<file path="config.mk">
export PLATFORM = sky130hd
export DESIGN_NAME = uamb_core
export DESIGN_NICKNAME = d
export VERILOG_FILES = /design/src/shared/uamb_pkg.sv /design/src/logic/uamb_core.sv
export SDC_FILE = /design/constraint.sdc
export NUM_CORES = 1
export LEC_CHECK = 0
export ABC_AREA = 1
export BUFFER_PORTS_ARGS = -buffer_cell sky130_fd_sc_hd__buf_4
export CELL_PAD_IN_SITES_DETAIL_PLACEMENT = 0
export CELL_PAD_IN_SITES_GLOBAL_PLACEMENT = 1
export CORE_MARGIN = 2
export CORE_UTILIZATION = 40
export CTS_CLUSTER_DIAMETER = 100
export DETAILED_ROUTE_END_ITERATION = 7
export GPL_ROUTABILITY_DRIVEN = 0
export GPL_TIMING_DRIVEN = 0
export HOLD_SLACK_MARGIN = 0.06
export PLACE_DENSITY_LB_ADDON = 0.1
export SYNTH_ARGS = -nofsm -noshare
export SYNTH_HDL_FRONTEND = slang
export SYNTH_SLANG_ARGS = --single-unit
</file>
<file path="constraint.sdc">
create_clock -name clk_i -period 4.5 [get_ports clk_i]
set_input_delay 0.675 -clock clk_i [delete_from_list [all_inputs] [get_ports clk_i]]
set_output_delay 0.675 -clock clk_i [all_outputs]
set_load 0.05 [all_outputs]
</file>
<file path="src/shared/uamb_pkg.sv">
// constants and types for the serial address-match and baud-select slice
// Operation
// - broadcast address is slave address OR mask; zero bits are don't-care
// - given address is slave address; mask zero bits are don't-care
// - reset clears address and mask so every address is accepted
// - multiprocessor mode: address frame flags receive only on address match
// - 8-bit variable mode uses stop bit as ninth; needs match and valid stop
// - transmit clock: baud generator, else timer 2, else timer 1
// - receive clock: baud generator, else timer 2, else timer 1
// - baud generator reloads on overflow; rate set by double, speed, reload
// - control bit 7 is framing error when framing enabled, else mode bit 0
// - invalid stop sets framing error; only software write or reset clears
// - mode 01 is 8-bit variable, mode 10 is 9-bit fixed rate
// - multiprocessor enable acts in 9-bit modes and 8-bit variable mode
// - receive flag set at eighth bit end in shift mode; software clears
// - with framing detection, outside shift mode, the receive flag rises on the stop bit
`default_nettype none
package uamb_pkg;
  // register indices; byte address is four times the index
  localparam logic [7:0] IDX_POWER_CONTROL     = 8'h87;
  localparam logic [7:0] IDX_SERIAL_CONTROL    = 8'h98;
  localparam logic [7:0] IDX_BAUD_RELOAD       = 8'h9A;
  localparam logic [7:0] IDX_BAUD_GEN_CONTROL  = 8'h9B;
  localparam logic [7:0] IDX_SLAVE_ADDRESS     = 8'hA9;
  localparam logic [7:0] IDX_SLAVE_ADDR_MASK   = 8'hB9;
  localparam logic [7:0] IDX_TIMER2_CONTROL    = 8'hC8;
  localparam logic [7:0] IDX_IRQ_STATUS        = 8'hF0;
  localparam logic [7:0] IDX_IRQ_MASK          = 8'hF1;
  // serial_control fields
  localparam int SC_BIT7 = 7;
  localparam int SC_MODE1 = 6;
  localparam int SC_MP = 5;
  localparam int SC_REN = 4;
  localparam int SC_TB8 = 3;
  localparam int SC_RB8 = 2;
  localparam int SC_TI = 1;
  localparam int SC_RI = 0;
  // timer2_control, baud_gen_control and power_control fields
  localparam int T2_RCLK = 5;
  localparam int T2_TIMER2_TX_CLOCK_SEL = 4;
  localparam int BG_RUN = 4;
  localparam int BG_BRG_TX_CLOCK_SEL = 3;
  localparam int BG_BRG_RX_CLOCK_SEL = 2;
  localparam int BG_SPD = 1;
  localparam int PC_DOUBLE = 7;
  localparam int PC_FRAMING = 6;
  // interrupt status fields
  localparam int IRQ_RX = 0;
  localparam int IRQ_TX = 1;
  localparam int IRQ_FE = 2;
  // reset values and counts
  localparam logic [7:0] RST_BYTE = 8'h00;
  localparam logic [2:0] PRE_LAST = 3'h5;    // slow prescale of 6
  localparam logic [7:0] BRG_TOP = 8'hFF;    // counter wraps at 256
  localparam logic [4:0] DIV_LAST = 5'h1F;   // divide by 32
  localparam logic [3:0] DIV_LAST_X2 = 4'hF; // divide by 16
  // serial modes and clock sources
  typedef enum logic [1:0]
  {
    MODE_SHIFT, MODE_UART8_VAR, MODE_UART9_FIX, MODE_UART9_VAR
  } uamb_mode_type;
  typedef enum logic [1:0] {SRC_T1, SRC_T2, SRC_BRG} uamb_src_type;
endpackage : uamb_pkg
`default_nettype wire
</file>
<file path="src/logic/uamb_core.sv">
// serial address recognition, baud source selection and control flags
//
// The implementer's own choice: register access over Avalon-MM.
`timescale 1ns/100ps
`default_nettype none
module uamb_core
(
  // clock and reset
  input  wire logic        clk_i,
  input  wire logic        reset_i,
  // avalon-mm slave
  input  wire logic [11:0] avs_address_i,
  input  wire logic        avs_read_i,
  input  wire logic        avs_write_i,
  input  wire logic [3:0]  avs_byteenable_i,
  input  wire logic [31:0] avs_writedata_i,
  output logic      [31:0] avs_readdata_o,
  output logic             avs_waitrequest_o,
  // frame engine strobes
  input  wire logic        rx_last_data_i,
  input  wire logic        rx_stop_i,
  input  wire logic        rx_stop_ok_i,
  input  wire logic [7:0]  rx_byte_i,
  input  wire logic        rx_ninth_i,
  input  wire logic        tx_bit8_end_i,
  input  wire logic        tx_stop_begin_i,
  // timer overflows
  input  wire logic        timer1_ovf_i,
  input  wire logic        timer2_ovf_i,
  // serial controls and flags
  output logic             tx_tick_o,
  output logic             rx_tick_o,
  output logic      [1:0]  mode_o,
  output logic             rx_enable_o,
  output logic             tx_ninth_bit_o,
  output logic             rx_done_flag_o,
  output logic             tx_done_flag_o,
  output logic             irq_o
);
  ////////////////////////////////////////////////////////////////////////
  // register state
  logic                  mode_bit_zero;
  logic                  multiproc_enable;
  logic                  rx_ninth_bit;
  logic                  framing_error_flag;
  logic [7:0]            slave_address;
  logic [7:0]            slave_address_mask;
  logic [7:0]            baud_reload;
  logic                  brg_run;
  logic                  brg_tx_clock_sel;
  logic                  brg_rx_clock_sel;
  logic                  speed_bit;
  logic                  timer2_tx_clock_sel;
  logic                  timer2_rx_clock_sel;
  logic                  double_bit;
  logic                  framing_enable;
  logic [2:0]            irq_status;
  logic [2:0]            irq_mask;
  logic [2:0]            pre_cnt;
  logic [7:0]            brg_cnt;
  logic                  brg_ovf;
  logic [4:0]            div_cnt;

  ////////////////////////////////////////////////////////////////////////
  // bus decode; one wait cycle, then the answer
  wire       bus_req = avs_read_i | avs_write_i;
  wire [7:0] idx = avs_address_i[9:2];
  wire       in_map = avs_address_i[11:10] == 2'b00;
  wire       wr = avs_write_i & ~avs_waitrequest_o & in_map
                  & avs_byteenable_i[0];
  wire [7:0] wd = avs_writedata_i[7:0];
  wire       wr_sc = wr & (idx == uamb_pkg::IDX_SERIAL_CONTROL);
  wire       wr_sa = wr & (idx == uamb_pkg::IDX_SLAVE_ADDRESS);
  wire       wr_sm = wr & (idx == uamb_pkg::IDX_SLAVE_ADDR_MASK);
  wire       wr_br = wr & (idx == uamb_pkg::IDX_BAUD_RELOAD);
  wire       wr_bg = wr & (idx == uamb_pkg::IDX_BAUD_GEN_CONTROL);
  wire       wr_t2 = wr & (idx == uamb_pkg::IDX_TIMER2_CONTROL);
  wire       wr_pc = wr & (idx == uamb_pkg::IDX_POWER_CONTROL);
  wire       wr_is = wr & (idx == uamb_pkg::IDX_IRQ_STATUS);
  wire       wr_im = wr & (idx == uamb_pkg::IDX_IRQ_MASK);

  ////////////////////////////////////////////////////////////////////////
  // mode decode
  uamb_pkg::uamb_mode_type mode;
  assign mode = uamb_pkg::uamb_mode_type'(mode_o);
  wire shift_mode = mode == uamb_pkg::MODE_SHIFT;
  wire mode_8var = mode == uamb_pkg::MODE_UART8_VAR;
  wire mp_live = multiproc_enable & ~shift_mode;

  ////////////////////////////////////////////////////////////////////////
  // address recognition
  wire [7:0] bcast_addr = slave_address | slave_address_mask;
  wire given_hit =
    ((rx_byte_i ^ slave_address) & slave_address_mask) == 8'h00;
  wire bcast_hit = (~rx_byte_i & bcast_addr) == 8'h00;
  wire addr_hit = given_hit | bcast_hit;

  ////////////////////////////////////////////////////////////////////////
  // receive and transmit flag events
  wire on_stop = ~shift_mode & (framing_enable | (mode_8var & mp_live));
  wire rx_strobe = on_stop ? rx_stop_i : rx_last_data_i;
  wire rx_accept = ~mp_live ? 1'b1
                 : mode_8var ? (rx_stop_ok_i & addr_hit)
                 : (rx_ninth_i & addr_hit);
  wire rx_set = rx_strobe & rx_accept;
  wire tx_set = shift_mode ? tx_bit8_end_i : tx_stop_begin_i;
  wire fe_set = rx_stop_i & ~rx_stop_ok_i & framing_enable & ~shift_mode;
  wire fe_clr = wr_sc & framing_enable & ~wd[uamb_pkg::SC_BIT7];

  ////////////////////////////////////////////////////////////////////////
  // control register read view; bit 7 depends on framing enable
  wire bit7_view = framing_enable ? framing_error_flag
                                  : mode_bit_zero;
  wire [7:0] sc_view = {bit7_view, mode_o[0], multiproc_enable,
                        rx_enable_o, tx_ninth_bit_o, rx_ninth_bit,
                        tx_done_flag_o, rx_done_flag_o};
  wire [7:0] bg_view = {3'b000, brg_run, brg_tx_clock_sel,
                        brg_rx_clock_sel, speed_bit, 1'b0};
  wire [7:0] t2_view = {2'b00, timer2_rx_clock_sel,
                        timer2_tx_clock_sel, 4'h0};
  wire [7:0] pc_view = {double_bit, framing_enable, 6'h00};
  wire [7:0] rd_val =
      ~in_map ? 8'h00
    : idx == uamb_pkg::IDX_SERIAL_CONTROL ? sc_view
    : idx == uamb_pkg::IDX_SLAVE_ADDRESS ? slave_address
    : idx == uamb_pkg::IDX_SLAVE_ADDR_MASK ? slave_address_mask
    : idx == uamb_pkg::IDX_BAUD_RELOAD ? baud_reload
    : idx == uamb_pkg::IDX_BAUD_GEN_CONTROL ? bg_view
    : idx == uamb_pkg::IDX_TIMER2_CONTROL ? t2_view
    : idx == uamb_pkg::IDX_POWER_CONTROL ? pc_view
    : idx == uamb_pkg::IDX_IRQ_STATUS ? {5'h00, irq_status}
    : idx == uamb_pkg::IDX_IRQ_MASK ? {5'h00, irq_mask}
    : 8'h00;

  // bus handshake and read data
  always_ff @(posedge clk_i)
  begin
    if (reset_i)
    begin
      avs_waitrequest_o <= 1'b1;
      avs_readdata_o <= 32'h0000_0000;
    end
    else
    begin
      avs_waitrequest_o <= ~(bus_req & avs_waitrequest_o);
      if (bus_req & avs_waitrequest_o)
        avs_readdata_o <= {24'h00_0000, rd_val};
    end
  end

  ////////////////////////////////////////////////////////////////////////
  // address and mask registers
  always_ff @(posedge clk_i)
  begin
    if (reset_i)
    begin
      slave_address <= uamb_pkg::RST_BYTE;
      slave_address_mask <= uamb_pkg::RST_BYTE;
    end
    else
    begin
      if (wr_sa)
        slave_address <= wd;
      if (wr_sm)
        slave_address_mask <= wd;
    end
  end

  // serial control bits
  always_ff @(posedge clk_i)
  begin
    if (reset_i)
    begin
      mode_bit_zero <= 1'b0;
      mode_o <= 2'b00;
      multiproc_enable <= 1'b0;
      rx_enable_o <= 1'b0;
      tx_ninth_bit_o <= 1'b0;
    end
    else if (wr_sc)
    begin
      if (~framing_enable)
        mode_bit_zero <= wd[uamb_pkg::SC_BIT7];
      mode_o <= {framing_enable ? mode_bit_zero : wd[uamb_pkg::SC_BIT7],
                 wd[uamb_pkg::SC_MODE1]};
      multiproc_enable <= wd[uamb_pkg::SC_MP];
      rx_enable_o <= wd[uamb_pkg::SC_REN];
      tx_ninth_bit_o <= wd[uamb_pkg::SC_TB8];
    end
  end

  // hardware flags; a hardware set wins over a software write
  always_ff @(posedge clk_i)
  begin
    if (reset_i)
    begin
      rx_done_flag_o <= 1'b0;
      tx_done_flag_o <= 1'b0;
      rx_ninth_bit <= 1'b0;
      framing_error_flag <= 1'b0;
    end
    else
    begin
      if (rx_set)
        rx_done_flag_o <= 1'b1;
      else if (wr_sc)
        rx_done_flag_o <= wd[uamb_pkg::SC_RI];
      if (tx_set)
        tx_done_flag_o <= 1'b1;
      else if (wr_sc)
        tx_done_flag_o <= wd[uamb_pkg::SC_TI];
      if (rx_set & ~shift_mode)
        rx_ninth_bit <= mode_8var ? rx_stop_ok_i : rx_ninth_i;
      else if (wr_sc)
        rx_ninth_bit <= wd[uamb_pkg::SC_RB8];
      if (fe_set)
        framing_error_flag <= 1'b1;
      else if (fe_clr)
        framing_error_flag <= 1'b0;
    end
  end

  ////////////////////////////////////////////////////////////////////////
  // baud, timer and power control bits
  always_ff @(posedge clk_i)
  begin
    if (reset_i)
    begin
      baud_reload <= uamb_pkg::RST_BYTE;
      {brg_run, brg_tx_clock_sel, brg_rx_clock_sel, speed_bit} <= 4'h0;
      {timer2_tx_clock_sel, timer2_rx_clock_sel} <= 2'b00;
      {double_bit, framing_enable} <= 2'b00;
    end
    else
    begin
      if (wr_br)
        baud_reload <= wd;
      if (wr_bg)
      begin
        brg_run <= wd[uamb_pkg::BG_RUN];
        brg_tx_clock_sel <= wd[uamb_pkg::BG_BRG_TX_CLOCK_SEL];
        brg_rx_clock_sel <= wd[uamb_pkg::BG_BRG_RX_CLOCK_SEL];
        speed_bit <= wd[uamb_pkg::BG_SPD];
      end
      if (wr_t2)
      begin
        timer2_tx_clock_sel <= wd[uamb_pkg::T2_TIMER2_TX_CLOCK_SEL];
        timer2_rx_clock_sel <= wd[uamb_pkg::T2_RCLK];
      end
      if (wr_pc)
      begin
        double_bit <= wd[uamb_pkg::PC_DOUBLE];
        framing_enable <= wd[uamb_pkg::PC_FRAMING];
      end
    end
  end

  ////////////////////////////////////////////////////////////////////////
  // internal baud generator: prescale, reload counter, final divide
  wire pre_tick = speed_bit | (pre_cnt == uamb_pkg::PRE_LAST);
  wire brg_wrap = brg_run & pre_tick & (brg_cnt == uamb_pkg::BRG_TOP);
  wire brg_tick = brg_ovf & (double_bit
                  ? div_cnt[3:0] == uamb_pkg::DIV_LAST_X2
                  : div_cnt == uamb_pkg::DIV_LAST);

  always_ff @(posedge clk_i)
  begin
    if (reset_i | ~brg_run)
    begin
      pre_cnt <= 3'h0;
      brg_cnt <= baud_reload;
      brg_ovf <= 1'b0;
      div_cnt <= 5'h00;
    end
    else
    begin
      pre_cnt <= pre_tick ? 3'h0 : pre_cnt + 3'h1;
      brg_ovf <= brg_wrap;
      if (pre_tick)
        brg_cnt <= brg_wrap ? baud_reload : brg_cnt + 8'h01;
      if (brg_ovf)
        div_cnt <= brg_tick ? 5'h00 : div_cnt + 5'h01;
    end
  end

  ////////////////////////////////////////////////////////////////////////
  // per-direction clock source selection
  uamb_pkg::uamb_src_type tx_src;
  uamb_pkg::uamb_src_type rx_src;
  assign tx_src = brg_tx_clock_sel ? uamb_pkg::SRC_BRG
                : timer2_tx_clock_sel ? uamb_pkg::SRC_T2
                : uamb_pkg::SRC_T1;
  assign rx_src = brg_rx_clock_sel ? uamb_pkg::SRC_BRG
                : timer2_rx_clock_sel ? uamb_pkg::SRC_T2
                : uamb_pkg::SRC_T1;
  wire tx_pick = tx_src == uamb_pkg::SRC_BRG ? brg_tick
               : tx_src == uamb_pkg::SRC_T2 ? timer2_ovf_i
               : timer1_ovf_i;
  wire rx_pick = rx_src == uamb_pkg::SRC_BRG ? brg_tick
               : rx_src == uamb_pkg::SRC_T2 ? timer2_ovf_i
               : timer1_ovf_i;

  // interrupt status, mask and output
  wire [2:0] irq_ev = {fe_set, tx_set, rx_set};
  wire [2:0] irq_w1c = wr_is ? wd[2:0] : 3'b000;

  always_ff @(posedge clk_i)
  begin
    if (reset_i)
    begin
      tx_tick_o <= 1'b0;
      rx_tick_o <= 1'b0;
      irq_status <= 3'b000;
      irq_mask <= 3'b000;
      irq_o <= 1'b0;
    end
    else
    begin
      tx_tick_o <= tx_pick;
      rx_tick_o <= rx_pick;
      irq_status <= (irq_status & ~irq_w1c) | irq_ev;
      if (wr_im)
        irq_mask <= wd[2:0];
      irq_o <= |(irq_status & irq_mask);
    end
  end
endmodule : uamb_core
`default_nettype wire

</file>
# After elaboration in Yosys (flattened, before gate mapping)
# Index checks and enable logic that the tools add are counted.
[word_totals]
input_bits = 68
register_bits = 77
elab_cells = 150
[classes]
reduce_logical = 11
bitwise_logic = 48
mux = 39
n_addsub = 3
eq_ne = 18
[ops]
columns = ["op", "n"]
rows = [
  ["$mux 8", 11],
  ["$eq 8x8->1 const B", 10],
  ["$and 1x1->1", 28],
  ["$mux 1", 22],
  ["$and 8x8->8", 2],
  ["$logic_not 8->1", 2],
  ["$reduce_bool 2->1", 5],
  ["$mux 3", 3],
  ["$add 8x1->8 const B", 1],
  ["$not 8->8", 1],
  ["$or 8x8->8", 1],
  ["$xor 8x8->8", 1],
  ["$and 3x3->3", 2],
  ["$eq 2x1->1 const B", 3],
  ["$not 1->1", 6],
  ["$add 5x1->5 const B", 1],
  ["$eq 5x5->1 const B", 1],
  ["$mux 5", 1],
  ["$or 1x1->1", 5],
  ["$eq 2x2->1 const B", 2],
  ["$eq 4x4->1 const B", 1],
  ["$logic_not 2->1", 2],
  ["$mux 2", 2],
  ["$add 3x1->3 const B", 1],
  ["other kinds (5)", 5],
]

# Depth between registers and ports, before layout
# Gate-level depths: netlist of run 1.
[depth]
word_depth = 11
depth_mapped = 13

# Worst setup path after synthesis of run 1
# No wires, ideal clock.
[synth_path]
kind = "input to register"
startpoint = "in reset_i"
endpoint = "reg brg_cnt[0], enable pin"
setup_time_ns = 0.341
n_path_buf = 1
t_arrival_ns = 1.515
cell_stages = 5
setup_slack_ns = 2.645
required_time_ns = 4.159
cell_sequence = "clkbuf_1 -> inv_2 -> nand2_1 -> inv_1 -> nand2_1"
[synth_via]
elab_chain_cells = 2
[synth_lines]
columns = ["item", "line_no", "text"]
rows = [
  ["start: declaration", "uamb_core.sv:10", "input wire logic reset_i,"],
  ["$or 1x1->1", "uamb_core.sv:268", "if (reset_i | ~brg_run)"],
  ["$reduce_bool 2->1 (no source line)", "--", ""],
  ["end signal: assignment", "uamb_core.sv:271", "brg_cnt <= baud_reload;"],
  ["end signal: assignment", "uamb_core.sv:280", "brg_cnt <= brg_wrap ? baud_reload : brg_cnt + 8'h01;"],
  ["end: declaration", "uamb_core.sv:60", "logic [7:0] brg_cnt;"],
]
# No other way between the ends.
# A chain may end at the register's enable or synchronous reset.

# Worst setup path after layout of run 1
[layout_path]
startpoint = "in reset_i"
endpoint = "reg brg_cnt[3], enable pin"
# Same word-level chain as after synthesis.

==> impl_metrics.toml, run 1 <==
[run_status]
status = "completed"

[floorplanning]
die_h_um = 104
core_area_um2 = 9730
num_rows = 36
die_x_um = 104
die_area_um2 = 10800
io_pins = 110
start_util_pct = 41.0

[layout]
fillers = 1014
multi_input_area_um2 = 1950
finalCoreUtilization_pct = 49.6
final_cell_count_no_fill = 779
drive_above_1_share_pct = 18.3
ff_latch_area_um2 = 1600
area_growth_pct = 21.0
diodes = 0
nets = 714

[placement]
port_buffers = 55
dp_cells = 763
post-place-ws_ps = 2110
hpwl_um = 8430

[clock_tree]
path_clk_slew_ps = 80
cts.root.buffer_cell = "clkbuf_8"
numCtsBuffers = 9
worstSkewPairLatency_ps = 360
cts_tree = "yes"
hold_buffers = 0
post_cts_buffers = 0
cts-resized-gates = 0
clock_path_buffers = 2
cts_sinks = 76
cts_htree_levels = 3

[synthesis]
synth_seq_cells = 76
synth_most_common_cell = "nand2_1"
yosysSeqAreaShare_pct = 40.2
async_flop_share_pct = 0
synth_cells = 552
synth_top_area_cell = "dfxtp_1"
yosysWarnings = 0
synth_edf_count = 8
synth_top_area_share_pct = 34.1
netlist_area_um2 = 3990
synthTopCellsByArea = "dfxtp_1 (34%), nand2_1 (11%), o21ai_0 (10%), a21oi_1 (7.0%), inv_1 (6.2%)"
avgSynthCellArea_um2 = 7.22
synth_cell_types = 36
synthTopCellsByCount = "nand2_1 (112), o21ai_0 (80), dfxtp_1 (68)"
ys.flop_type = "dfxtp_1"

[global_route]
grt_pass1_vias = 3418
overflow = 0
grt_max_degree = 13
antenna_found_initial = 0
grtUsageTotal_pct = 21.5
grt_pass1_wl_um = 18100

[worst_setup_path]
critPathArrivalTime_ps = 1990
startpoint = "reset_i"
cp.required_ps = 4500
crit_path_top_delay_cell = "clkbuf_1"
cpMostUsedCell = "nand2_1"
cpPeakStageDelay_ps = 430
critPathMaxFanout = 11
path_cells = "clkbuf_1 -> inv_2 -> nand2_1 -> inv_1 -> nand2_1"
critPathKind = "input pin to flop"
reg2reg_from = "brg_cnt[0]"
setup.worst_path.end_class = "flop"
path_buf_inv = 3
cp-start-kind = "input pin"
path_delay_family = "buffers and inverters"

[timing]
slew-limit-headroom_pct = 59.3
finClkSkew_ps = 11.6
timing.final.ws_setup_ps = 2510
min_period_ps = 1990
fin_crit_sh_pct = 44.2
rsz0062_at_grt = "no"
fmax_mhz = 503
hold_viol = 0
setup_tns_ps = 0
drv_slew = 0
finalSetupViolCount = 0
tightest_slew_ps = 606

[detailed_routing]
drt_first_pass_iters = 5
drt_iter0_drc = 240
wirelength_um = 11200
drc = 0
vias_per_cell = 4.90
vias = 3819
drtAntennaViolNets = 0
wire_per_inst_um = 14.4

[run]
cap_violations = 0

[power_and_ir_drop]
peakVddDrop_v = 0.000112
clkPwrFrac_pct = 36.1
powerDensity_nw_per_um2 = 275
pwr-share-comb_pct = 11.9
switching_share_pct = 27.1
leakagePower_nw = 2.19
p_sw_mw = 0.359
p_int_mw = 0.967
p_seq_share_pct = 51.9
total_power_mw = 1.33

[hold_path]
hp-start = "pre_cnt[0]"
holdCritPathClass = "flop to flop"
==> power by group through the flow <==
stage          Sequential (mW)  Clock, mW  Combinational, mW
3_5_place_dp             0.705          0              0.157
4_1_cts                  0.689      0.492              0.157
3_3_place_gp             0.705          0              0.156
5_1_grt                  0.689      0.512              0.170
2_1_floorplan            0.715          0             0.0965
6_report                 0.689      0.480              0.158
==> layout by cell type, fill, tap and decap left out, types with 5 or more instances in the layout <==
cell type  synthesis  routed
nand2_1          112     112
buf_4             27      82
o21ai_0           80      80
dfxtp_1           68      68
inv_1             66      66
a21oi_1           56      56
nor2_1            31      31
nand3_1           27      27
conb_1             1      24
clkbuf_1           8      11
clkbuf_8           0      11
edfxtp_1           8       8
nor3_1             7       7
o21bai_1           6       6
xor2_1             5       5
a211oi_1           5       5
ha_1               5       5
==> sequential cells by signal (all words and copies together), names as in the netlist, 2 cells and up <==
register / count
brg_cnt: 8
avs_readdata_o: 8
mode_o: 2
irq_status: 3
irq_mask: 3
slave_address_mask: 8
slave_address: 8
div_cnt: 5
pre_cnt: 3
baud_reload: 8
==> metrics by stage <==
step	area, um^2	hold WS, ps
after detailed placement	4650	442
after global placement	4650	430
after global routing	4820	491
after floorplan	4070	421
final	4820	466
after CTS	4820	464
==> worst reg2reg max path, cell delays in order, from the launching register on <==
cell and delay [ps]:
edfxtp_1 420, ha_1 240, nand3_1 120, nor3_1 80, inv_1 80, nor4_2 50, nor2_1 340, inv_2 160
nand2_1 80, o21ai_0 80
==> final timing paths <==
path                      to  slack, ps  cells after the start
hold reg to reg   pre_cnt[0]        470                      1
setup / recovery  brg_cnt[3]       2510                      5
setup reg to reg  brg_cnt[2]       2600                      9
hold / removal    pre_cnt[0]        470                      1
==> layer usage <==
layer / wire, um / GRT usage (%) / share of wire, % / vias to the layer above
met5: 0 / 0 / 0 / -
met4: 187 / 7.53 / 1.7 / 0
met3: 691 / 3.52 / 6.2 / 14
met2: 4870 / 32.7 / 43 / 135
met1: 5460 / 30.7 / 49 / 1720
li1: - / - / - / 1950
==> layout make-up <==
type	count	area share, %
plain buffers	37	5.29
multi-input cells	392	40.5
well taps	133	3.45
repair buffers	55	8.56
clock inverters	2	0.207
flip-flops and latches	76	33.2
clock buffers	14	3.37
inverters	70	5.45
==> logic make-up after synthesis <==
logic type	Yosys count	share of synthesized area, %
other	1	0.0941
buffers and inverters	107	13.0
multiplexers	2	0.534
AO/OA/AOI/OAI	154	20.3
AND/OR/NAND/NOR	200	22.8
flip-flops	76	40.2
XOR/XNOR	7	1.54
adder cells (fa/ha/maj)	5	1.57
Power figures use the tool's default switching activity.
==> run 2: changes to the inputs <==
--- a/config.mk
+++ b/config.mk
@@ -10,7 +10,7 @@
 export CELL_PAD_IN_SITES_DETAIL_PLACEMENT = 0
 export CELL_PAD_IN_SITES_GLOBAL_PLACEMENT = 1
 export CORE_MARGIN = 2
-export CORE_UTILIZATION = 40
+export CORE_UTILIZATION = 37
 export CTS_CLUSTER_DIAMETER = 100
 export DETAILED_ROUTE_END_ITERATION = 7
 export GPL_ROUTABILITY_DRIVEN = 0
==> constraint.sdc (replaced) <==
create_clock -name clk_i -period 1.9 [get_ports clk_i]
set_input_delay 0.285 -clock clk_i [delete_from_list [all_inputs] [get_ports clk_i]]
set_output_delay 0.285 -clock clk_i [all_outputs]
set_load 0.05 [all_outputs]
==> run 2 against run 1 <==
Against the previous run:
- via count decreased by 1.5%
- sequential cell count unchanged
- sequential power rose by 140%
- die area increased by 7.8%
- first-iteration DRC count fell by 15%
==> impl_metrics.toml, run 2 (synthesized netlist as in run 1, its figures left out) <==
[worst_setup_path]
setup.worst_path.end_class = "flop"
rr_worst_depth = 8
reg2reg_slack_ps = 80
critPathMaxFanout = 7
reg2reg_from = "brg_cnt[0]"
cp-start-kind = "flop"
rr_endpoint = "brg_cnt[2]"
critPathArrivalTime_ps = 1920
critPathKind = "flop to flop"
cp.required_ps = 2000

[timing]
slew-limit-headroom_pct = 58.1
fmax_mhz = 549
hold_viol = 0
fin_crit_sh_pct = 95.9
whs_ps = 238
finalSetupViolCount = 0
finClkSkew_ps = 9.41
setup_tns_ps = 0
min_period_ps = 1820
tightest_slew_ps = 625
drv_slew = 0

[layout]
fillers = 1084
diodes = 0
area_growth_pct = 23.6
fin_area_um2 = 4930
multi_input_area_um2 = 2010
finalCoreUtilization_pct = 47.5
final_common_cell = "nand2_1"
final_cell_mix = "nand2_1 (112), buf_4 (84), o21ai_0 (80), dfxtp_1 (68), inv_1 (65)"
drive_above_1_share_pct = 19.9
nets = 717
ff_latch_area_um2 = 1600

[floorplanning]
io_pins = 110
start_util_pct = 38.4
num_rows = 37
die_x_um = 108
die_area_um2 = 11600
core_area_um2 = 10400
die_h_um = 108

[hold_path]
holdPathStages = 3
min_to = "framing_error_flag"
holdCritPathClass = "input pin to flop"
hp-start = "avs_writedata_i[7]"

[global_route]
grtUsageTotal_pct = 20.2
antenna_found_initial = 0
grt_pass1_vias = 3475
grt_max_degree = 14
overflow = 0
grt_pass1_wl_um = 17800

[placement]
placedInstanceArea_um2 = 4660
hpwl_um = 8730
port_buffers = 55

[power_and_ir_drop]
leakagePower_nw = 2.24
peakVddDrop_v = 0.000263
total_power_mw = 3.25
powerDensity_nw_per_um2 = 659

[clock_tree]
cts.root.buffer_cell = "clkbuf_8"
numCtsBuffers = 9
clock_path_buffers = 2
cts_sinks = 76
path_clk_slew_ps = 80
worstSkewPairLatency_ps = 360
cts_htree_levels = 3
cts_tree = "yes"
hold_buffers = 0

[detailed_routing]
wirelength_um = 11300
vias = 3761
wire_per_inst_um = 14.4
drc = 0
drt_iter0_drc = 203
drt_first_pass_iters = 4
vias_per_cell = 4.79
drtAntennaViolNets = 0

[run]
cap_violations = 0

[run_status]
status = "completed"
## run 2: cell count changes in the layout (fill, tap and decap cells not counted), sizes merged
cell      delta
clkinvlp     +4
inv          +1
clkbuf       -4
bufinv       +1
buf          +2
clkinv       -1
## run 2: worst max path at each step
stage / startpoint / end / slack (ps) / cells past startpoint
final: brg_cnt[0] / brg_cnt[2] / 80 / 8
after global routing: brg_cnt[0] / brg_cnt[0] / -20 / 8
after CTS: brg_cnt[0] / brg_cnt[2] / 70 / 8
after detailed placement: reset_i / brg_cnt[0] / -90 / 5
after global placement: reset_i / brg_cnt[0] / -90 / 5
after floorplan: mode_o[0] / rx_ninth_bit / 180 / 8
## run 2: critical path, stage by stage, from the launching register on
cell and delay [ps]:
edfxtp_1 410, ha_4 170, nand3_4 90, nor3_4 190
inv_2 70, nor4_4 340, nor2_4 130, inv_4 90
o21ai_0 80
## run 2: cell type report
type / count / share of cell area [%]
multi-input cells: 392 / 40.8
flip-flops and latches: 76 / 32.5
repair buffers: 57 / 8.68
inverters: 70 / 5.38
plain buffers: 37 / 5.18
well taps: 136 / 3.45
clock buffers: 10 / 2.59
clock inverters: 6 / 1.29
repair inverters: 1 / 0.152
## run 2: through the flow
stage / worst slack (ps) / cells
finish: 77.0 / 785
global route: -21.1 / 785
CTS: 68.9 / 782
detailed placement: -87.4 / 766
global placement: -91.1 / 766
floorplan: 176 / 575
## run 2: report_power, final
group | total (mW) | internal (mW) | switching, mW
Combinational | 0.373 | 0.122 | 0.251
Sequential | 1.63 | 1.62 | 0.00670
Clock | 1.24 | 0.606 | 0.639
Total | 3.25 | 2.35 | 0.897
## run 2: repair_timing
item,4_1_cts,5_1_grt
setup endpoints to repair,4,5
gates resized for setup,2,10
gates cloned,0,1
setup buffers,0,2
pin swaps,0,4
## run 2: routing by layer
metal	wire (um)	track usage (%)	part of all wire, %	vias up
met3	656	3.93	5.8	15
met1	5420	27.9	48	1698
li1	-	-	-	1960
met2	5030	30.3	45	88
met4	160	8.88	1.4	0
met5	0	0	0	-
